==> src/inc/hbmd_pkg.sv <==
/*
 Package for the H-bridge motor drive block: bridge functions, input
 encodings and the reset values of the pin samples.
 Assumes a single clock domain and a synchronous active-high reset.
*/
package hbmd_pkg;

    typedef enum logic [1:0] {
        HBMD_COAST,
        HBMD_REVERSE,
        HBMD_FORWARD,
        HBMD_BRAKE
    } hbmd_func_t;

    // Encodings of the two driver inputs, first input in the high bit
    localparam logic [1:0] HBMD_IN_COAST = 2'h0;
    localparam logic [1:0] HBMD_IN_REVERSE = 2'h1;
    localparam logic [1:0] HBMD_IN_FORWARD = 2'h2;
    localparam logic [1:0] HBMD_IN_BRAKE = 2'h3;

    // Reset values
    localparam logic HBMD_RST_WAKE = 1'h0;
    localparam logic [1:0] HBMD_RST_INPUTS = 2'h0;
    localparam logic HBMD_RST_READY = 1'h0;

    // Width of the counter of drive-phase cycles accumulated while awake
    localparam int HBMD_CNT_W = 16;
    localparam logic [15:0] HBMD_CNT_ZERO = 16'h0000;
    localparam logic [15:0] HBMD_CNT_MAX = 16'hFFFF;

endpackage

==> src/hbmd_decode.sv <==
/*
 Bridge function decoder for the H-bridge motor drive block.
 Purely combinational; the caller registers the result.
*/
`timescale 1ns/10ps
module hbmd_decode
    import hbmd_pkg::*;
(
    // Driver pins
    input wire logic driver_wake_line,
    input wire logic direction_input_a,
    input wire logic pwm_input_b,
    // Decoded function
    output hbmd_func_t func
);

    always_comb begin
        if (!driver_wake_line) begin
            func = HBMD_COAST;
        end else begin
            unique case ({direction_input_a, pwm_input_b})
                HBMD_IN_COAST: func = HBMD_COAST;
                HBMD_IN_REVERSE: func = HBMD_REVERSE;
                HBMD_IN_FORWARD: func = HBMD_FORWARD;
                HBMD_IN_BRAKE: func = HBMD_BRAKE;
            endcase
        end
    end

endmodule

==> src/hbmd_bridge.sv <==
/*
 Device-side logic of the H-bridge motor drive: decodes wake and the two
 driver inputs into the bridge function, drives the four half-bridge
 gate controls, tracks PWM drive/recirculate phases, and answers the
 readiness handshake of the coprocessor serial link.
 Assumes all inputs are synchronous to core_clk.
*/
// Overview of operation
// Wake low coasts; awake inputs decode 00 coast, 01 reverse, 10 forward, 11 brake.
// Controller drives first input from plain output, second from PWM output.
// Controller holds active-low sleep line high whenever the motor runs.
// Forward: controller sets wake and first input high, PWM second input.
// First input high with pulsed second input alternates forward and brake.
// Reverse: controller sets wake high, first input low, PWM second input.
// First input low with pulsed second input alternates reverse and coast.
// Host provides coprocessor reset; each side has its own ready line.
// Controller stops by driving inputs low then wake low; duty is configurable.
`timescale 1ns/10ps
module hbmd_bridge
    import hbmd_pkg::*;
(
    // Clock and reset
    input wire logic core_clk,
    input wire logic srst,
    // Driver control pins from the controller
    input wire logic driver_wake_line,
    input wire logic direction_input_a,
    input wire logic pwm_input_b,
    // Serial link sideband
    input wire logic host_reset,
    input wire logic host_side_ready,
    input wire logic local_ready,
    output logic coprocessor_side_ready,
    // Half-bridge gate controls
    output logic out1_high_on,
    output logic out1_low_on,
    output logic out2_high_on,
    output logic out2_low_on,
    // Status
    output hbmd_func_t bridge_func,
    output logic driving,
    output logic fwd_brake_mode,
    output logic rev_coast_mode,
    output logic [15:0] drive_cycles
);

    typedef struct packed {
        hbmd_func_t func;
        logic g1h;
        logic g1l;
        logic g2h;
        logic g2l;
        logic drv;
        logic fwd_pwm;
        logic rev_pwm;
        logic b_prev;
        logic toggled_hi;
        logic toggled_lo;
        logic rdy;
        logic [15:0] cnt;
    } hbmd_state_t;

    hbmd_state_t st_r;
    hbmd_state_t st_nxt;
    hbmd_func_t dec_func;

    hbmd_decode u_decode (
        .driver_wake_line(driver_wake_line),
        .direction_input_a(direction_input_a),
        .pwm_input_b(pwm_input_b),
        .func(dec_func)
    );

    // Saturating increment; the count is a diagnostic, wrap would mislead
    function automatic logic [15:0] sat_inc(input logic [15:0] v);
        sat_inc = (v == HBMD_CNT_MAX) ? v : v + 16'h0001;
    endfunction

    always_comb begin
        st_nxt = st_r;
        st_nxt.func = dec_func;
        // Gates: never both switches of one leg on, so no shoot-through
        st_nxt.g1h = 1'b0;
        st_nxt.g1l = 1'b0;
        st_nxt.g2h = 1'b0;
        st_nxt.g2l = 1'b0;
        unique case (dec_func)
            HBMD_COAST: begin
                st_nxt.drv = 1'b0;
            end
            HBMD_FORWARD: begin
                st_nxt.g1h = 1'b1;
                st_nxt.g2l = 1'b1;
                st_nxt.drv = 1'b1;
            end
            HBMD_REVERSE: begin
                st_nxt.g2h = 1'b1;
                st_nxt.g1l = 1'b1;
                st_nxt.drv = 1'b1;
            end
            HBMD_BRAKE: begin
                st_nxt.g1l = 1'b1;
                st_nxt.g2l = 1'b1;
                st_nxt.drv = 1'b0;
            end
        endcase
        // PWM phase tracking: both edges of the second input seen while awake
        st_nxt.b_prev = pwm_input_b;
        if (!driver_wake_line || (direction_input_a != st_r.func[1] && st_r.drv)) begin
            st_nxt.toggled_hi = 1'b0;
            st_nxt.toggled_lo = 1'b0;
        end else if (pwm_input_b && !st_r.b_prev) begin
            st_nxt.toggled_hi = 1'b1;
        end else if (!pwm_input_b && st_r.b_prev) begin
            st_nxt.toggled_lo = 1'b1;
        end
        st_nxt.fwd_pwm = driver_wake_line && direction_input_a
            && st_nxt.toggled_hi && st_nxt.toggled_lo;
        st_nxt.rev_pwm = driver_wake_line && !direction_input_a
            && st_nxt.toggled_hi && st_nxt.toggled_lo;
        // Drive-phase count, cleared when the bridge goes to sleep
        if (!driver_wake_line) begin
            st_nxt.cnt = HBMD_CNT_ZERO;
        end else if (st_nxt.drv) begin
            st_nxt.cnt = sat_inc(st_r.cnt);
        end
        // Ready line drops while the host holds the coprocessor in reset
        st_nxt.rdy = !host_reset && local_ready;
        if (host_side_ready && !host_reset) begin
            st_nxt.rdy = 1'b1;
        end
    end

    always_ff @(posedge core_clk) begin
        if (srst) begin
            st_r <= '0;
            st_r.func <= HBMD_COAST;
            st_r.rdy <= HBMD_RST_READY;
            st_r.b_prev <= HBMD_RST_INPUTS[0];
        end else begin
            st_r <= st_nxt;
        end
    end

    assign coprocessor_side_ready = st_r.rdy;
    assign out1_high_on = st_r.g1h;
    assign out1_low_on = st_r.g1l;
    assign out2_high_on = st_r.g2h;
    assign out2_low_on = st_r.g2l;
    assign bridge_func = st_r.func;
    assign driving = st_r.drv;
    assign fwd_brake_mode = st_r.fwd_pwm;
    assign rev_coast_mode = st_r.rev_pwm;
    assign drive_cycles = st_r.cnt;

endmodule

==> config.mk <==
export PLATFORM = sky130hd
export DESIGN_NAME = hbmd_bridge
export DESIGN_NICKNAME = d
export VERILOG_FILES = /design/src/inc/hbmd_pkg.sv /design/src/hbmd_decode.sv /design/src/hbmd_bridge.sv
export SDC_FILE = /design/constraint.sdc
export NUM_CORES = 1
export LEC_CHECK = 0
export ABC_AREA = 1
export BUFFER_PORTS_ARGS = -buffer_cell sky130_fd_sc_hd__clkbuf_2
export CAP_MARGIN = 10
export CELL_PAD_IN_SITES_DETAIL_PLACEMENT = 1
export CELL_PAD_IN_SITES_GLOBAL_PLACEMENT = 1
export CORE_UTILIZATION = 40
export DETAILED_ROUTE_END_ITERATION = 8
export MAX_ROUTING_LAYER = met4
export PLACE_DENSITY_LB_ADDON = 0.08
export REMOVE_ABC_BUFFERS = 1
export SLEW_MARGIN = 20
export SYNTH_ARGS = -nofsm -noshare
export SYNTH_HDL_FRONTEND = slang
export SYNTH_HIERARCHICAL = 1
export SYNTH_SLANG_ARGS = --single-unit
==> constraint.sdc <==
create_clock -name core_clk -period 3.25 [get_ports core_clk]
set_input_delay 0.65 -clock core_clk [delete_from_list [all_inputs] [get_ports core_clk]]
set_output_delay 0.65 -clock core_clk [all_outputs]
set_load 0.02 [all_outputs]
Word level (Yosys, flattened, before mapping) --
Index checks and enable logic that the tools add are counted.
Word-level totals: input bits 8, output and inout bits 26, logic and storage cells 61, bits in latches 0, bits in read-only memories 0, bits in writable memories 0, register bits after elaboration 29, memories 0
Cells by class: shift operators 0, muxes and demuxes 12, $lt $le $gt $ge 0, add/sub/neg operators 1, reductions and logical operators 25, $mul 0, divide/modulo/power cells 0, eq/ne operators 8, bitwise gates (word level) 2
Operator list (count):
- adder 16 x 1 -> 16 bit, second input constant | 1
- == test 16 bit, second input constant | 1
- logical AND 1 bit | 11
- OR reduction 2 bit | 5
- == test 2 bit, second input constant | 4
- 2-to-1 mux 1 bit | 8
- case mux 2 bit (4 select lines) | 1
- zero test 1 bit | 5
- == test 2 x 1 -> 1 bit, second input constant | 2
- zero test 2 bit | 2
- 2-to-1 mux 2 bit | 2
- inverter 1 bit | 2
- case mux 1 bit (2 select lines) | 1
- AND reduction 2 bit | 1
- logical OR 1 bit | 1
- inequality test 1 bit | 1

Logic depth before layout (Yosys ltp) --
depth after elaboration 7, mapped depth 11, depth with buffers taken out 11

Cells and area by module --
Netlist, hierarchy kept.
By module, submodules not included:
- hbmd_bridge | area each 1485.2 µm², sequential area each 580.6 µm², cells each 207, times used 1
- hbmd_decode | area each 15.0 µm², sequential area each 0.0 µm², cells each 4, times used 1

Worst setup path before layout --
Ideal clock, no wire load.
path type in2reg, start input driver_wake_line, end register st_r, in the netlist drive_cycles[11], library setup time 115 ps, cell stages on the path 10, slack 1424 ps, arrival time 1711 ps, buffers on the path 0, data required time 3135 ps, cells stage by stage nand2_1 inv_1 inv_1 ha_1 nor2_2 nand2_1 nor2_1 nand3_1 nand2_1 nor2_1
On the way: longest elaborated chain between the ends 5, elaborated cells between the ends (all ways) 11, classes of those cells 3 x eq/ne; 2 x mux; 1 x bitwise; 5 x reduce/logical
RTL lines:
- start, declared | line hbmd_bridge.sv:26 | input wire logic driver_wake_line,
- 2-to-1 mux 2 bit * | line hbmd_decode.sv:18 | if (!driver_wake_line) begin
- net dec_func[0] | line hbmd_bridge.sv:65 | hbmd_func_t dec_func;
- == test 2 bit (tied with other cells) | line hbmd_bridge.sv:87 | unique case (dec_func)
- OR reduction 2 bit (no source line)
- case mux 1 bit (2 select lines) * | line hbmd_bridge.sv:87
- AND reduction 2 bit (no source line) *
- end signal, assigned | line hbmd_bridge.sv:141 | st_r <= st_nxt;
- end, declared | line hbmd_bridge.sv:63 | hbmd_state_t st_r;
Mark *: on every way through the listed nets, which the timed path passes. The rest lies on a longest branch. A chain may end at the register's enable or synchronous reset.

Worst setup path in the final report --
start input driver_wake_line, end register st_r, in the netlist drive_cycles[9]
Same word-level chain as after synthesis.

==> results.py <==
metrics = {
    "routing": {
        "first_iter_violations": 52,
        "viasPerCell": 4.58,
        "routed_wirelength_um": 3110,
        "wl_per_cell_um": 11.3,
        "vias": 1264,
        "drc": 0,
        "drtPass1Iterations": 4,
        "ant_nets": 0,
    },
    "worst_setup_path": {
        "reg2reg_to": "drive_cycles[13]",
        "critPathMaxFanout": 7,
        "cp-startpoint": "driver_wake_line",
        "end_kind": "flip-flop",
        "ff2ff_path_depth": 8,
        "startpoint_type": "input port",
        "cp.arrival_ns": 2.07,
        "r2r-start": "drive_cycles[0]",
        "rrSetupSlack_ns": 1.66,
        "worst_ep_required_time_ns": 3.42,
        "critPathKind": "in -> reg",
    },
    "layout": {
        "final_common_cell": "nor2_1",
        "layout_common_cells": "nor2_1, nand2_1, clkbuf_2, dfxtp_1, inv_1",
        "largest_reg_flops": 16,
        "antenna_cells": 0,
        "fin_nets": 242,
        "area_growth_pct": 10.8,
        "drive_gt1_share_pct": 20.9,
    },
    "floorplan": {
        "die_x_um": 63.2,
        "row_count": 21,
        "dieArea_um2": 4000,
        "die_h_um": 63.2,
        "ios": 34,
        "core-area_um2": 3470,
        "initial_core_util_pct": 43.3,
    },
    "yosys": {
        "avgSynthCellArea_um2": 7.11,
        "synth_largest_area_cell": "dfxtp_1",
        "syn_area_um2": 1500,
        "synth_top_area_share_pct": 38.7,
        "ys_seq_area_share_pct": 38.7,
        "ys_seq_elements": 29,
        "yosys_warnings": 6,
        "synthCells": 211,
        "ys_types": 18,
        "synth.area.top_cells": "dfxtp_1, nor2_1, nand2_1",
    },
    "power_and_ir_drop": {
        "p_per_area_nw_per_um2": 466,
        "static-leakage-power_nw": 0.732,
        "peakVddDrop_mv": 0.191,
    },
    "clocking": {
        "cts.repair.resized": 0,
        "clock_path_buffers": 2,
        "htreeDepth": 2,
        "cts_setup_buffers": 0,
        "clkTransAtPathRegs_ns": 0.06,
        "postCtsHoldBufs": 0,
        "cts_sinks": 29,
        "root_buffer": "clkbuf_8",
        "cts_made_buffers": 5,
        "clk_latency_ns": 0.28,
        "tritoncts": "yes",
    },
    "timing": {
        "timing_hold_violations_final": 0,
        "tns_ns": 0,
        "clock_skew_ns": 0.00574,
        "period_share_pct": 58.5,
        "period_needed_ns": 1.90,
        "max-slew-margin-rel_pct": 77.0,
        "setup_viol": 0,
        "fmax_mhz": 526,
        "tightest_slew_ns": 0.344,
        "timing.final.max_slew_violations": 0,
        "rsz0062_at_grt": "no",
        "setup_slack_ns": 1.35,
    },
    "grt": {
        "grt_max_degree": 25,
        "grt_usage_pct": 17.7,
        "antenna_found_initial": 0,
        "grt_pass1_wl_um": 5310,
        "grt_overflow": 0,
        "first_global_vias": 1235,
    },
    "min_path": {
        "hold_end": "coprocessor_side_ready",
        "hold_path_depth": 2,
        "hold_start": "host_reset",
        "hold_class": "in -> reg",
    },
    "placement": {
        "hpwlAfterDp_um": 2420,
        "pre_cts_ws_ns": 1.06,
        "port_buffers": 33,
        "place_congestion": 0.819,
    },
    "status": {
        "status": "finished, final reports clean",
    },
    "run": {
        "cap_violations": 0,
    },
}
-- cell usage after synthesis --
library cell,n
nor2_2,1
nor2_4,4
clkbuf_1,1
a21oi_1,14
o211ai_1,1
nand3_1,15
or2_2,1
nor3_1,4
inv_1,21
o21ai_0,2
buf_6,3
nand3b_1,3
nand4_4,1
nor2_1,46
nand2_1,43
dfxtp_1,29
ha_1,4
buf_4,18
-- how the worst max path moves through the flow --
| stage | to | slack [ns] | depth (start not counted) |
|---|---|---|---|
| after floorplan | drive_cycles[11] | 1.41 | 10 |
| after global placement | drive_cycles[11] | 1.10 | 11 |
| after detailed placement | drive_cycles[9] | 1.06 | 11 |
| after CTS | drive_cycles[9] | 1.36 | 11 |
| after global routing | drive_cycles[13] | 1.20 | 12 |
| final | drive_cycles[9] | 1.35 | 11 |
-- critical path, cell delays in order --
cell and delay [ns]:
clkbuf_2 0.11, nand2_1 0.06, inv_1 0.09, inv_1 0.07
ha_1 0.39, nor2_2 0.19, nand2_1 0.14, nor2_1 0.17
nand3_1 0.09, nand2_1 0.07, nor2_1 0.03
-- stage by stage --
step                      hold WS, ns  util, %  std cells  total power [mW]  instance area [µm²]
after floorplan                 0.519        -        189             0.407                 1330
after global placement          0.508     44.9        269             0.427                 1560
after detailed placement        0.536     44.9        269             0.429                 1560
after CTS                       0.513     47.9        276             0.793                 1660
after global routing            0.511     47.9        276             0.814                 1660
final                           0.525     47.9        276             0.774                 1660
-- power breakdown --
group | total (mW) | leakage, nW | internal, mW | switching, mW
Combinational | 0.0519 | 0.443 | 0.0181 | 0.0338
Sequential | 0.367 | 0.236 | 0.363 | 0.00419
Clock | 0.354 | 0.0540 | 0.222 | 0.132
-- area by class of cell --
type / instances / area [µm²]
clock buffers: 5 / 68.8
clock inverters: 2 / 35.0
fillers: 481 / 1810
inverters: 21 / 78.8
multi-input cells: 139 / 668
flip-flops and latches: 29 / 581
well taps: 46 / 57.6
repair buffers: 34 / 173
-- logic make-up (layout without fill, tap and decap cells) --
| kind of cell | Yosys count | count (layout) | share of synthesized area (%) |
|---|---|---|---|
| and+or+nand+nor | 118 | 118 | 35.4 |
| buffers and inverters | 43 | 62 | 16.8 |
| DFF | 29 | 29 | 38.7 |
| AOI/OAI and AO/OA | 17 | 17 | 5.84 |
| adders and majority gates | 4 | 4 | 3.34 |
-- per-layer routing --
layer / vias up / GRT usage (%) / wire length [µm]
met2: 23 / 28.5 / 1470
met5: - / - / 0
met3: 6 / 6.16 / 123
met1: 562 / 20.1 / 1470
met4: 0 / 6.82 / 46
li1: 673 / - / -
(Power assumes the default switching activity.)
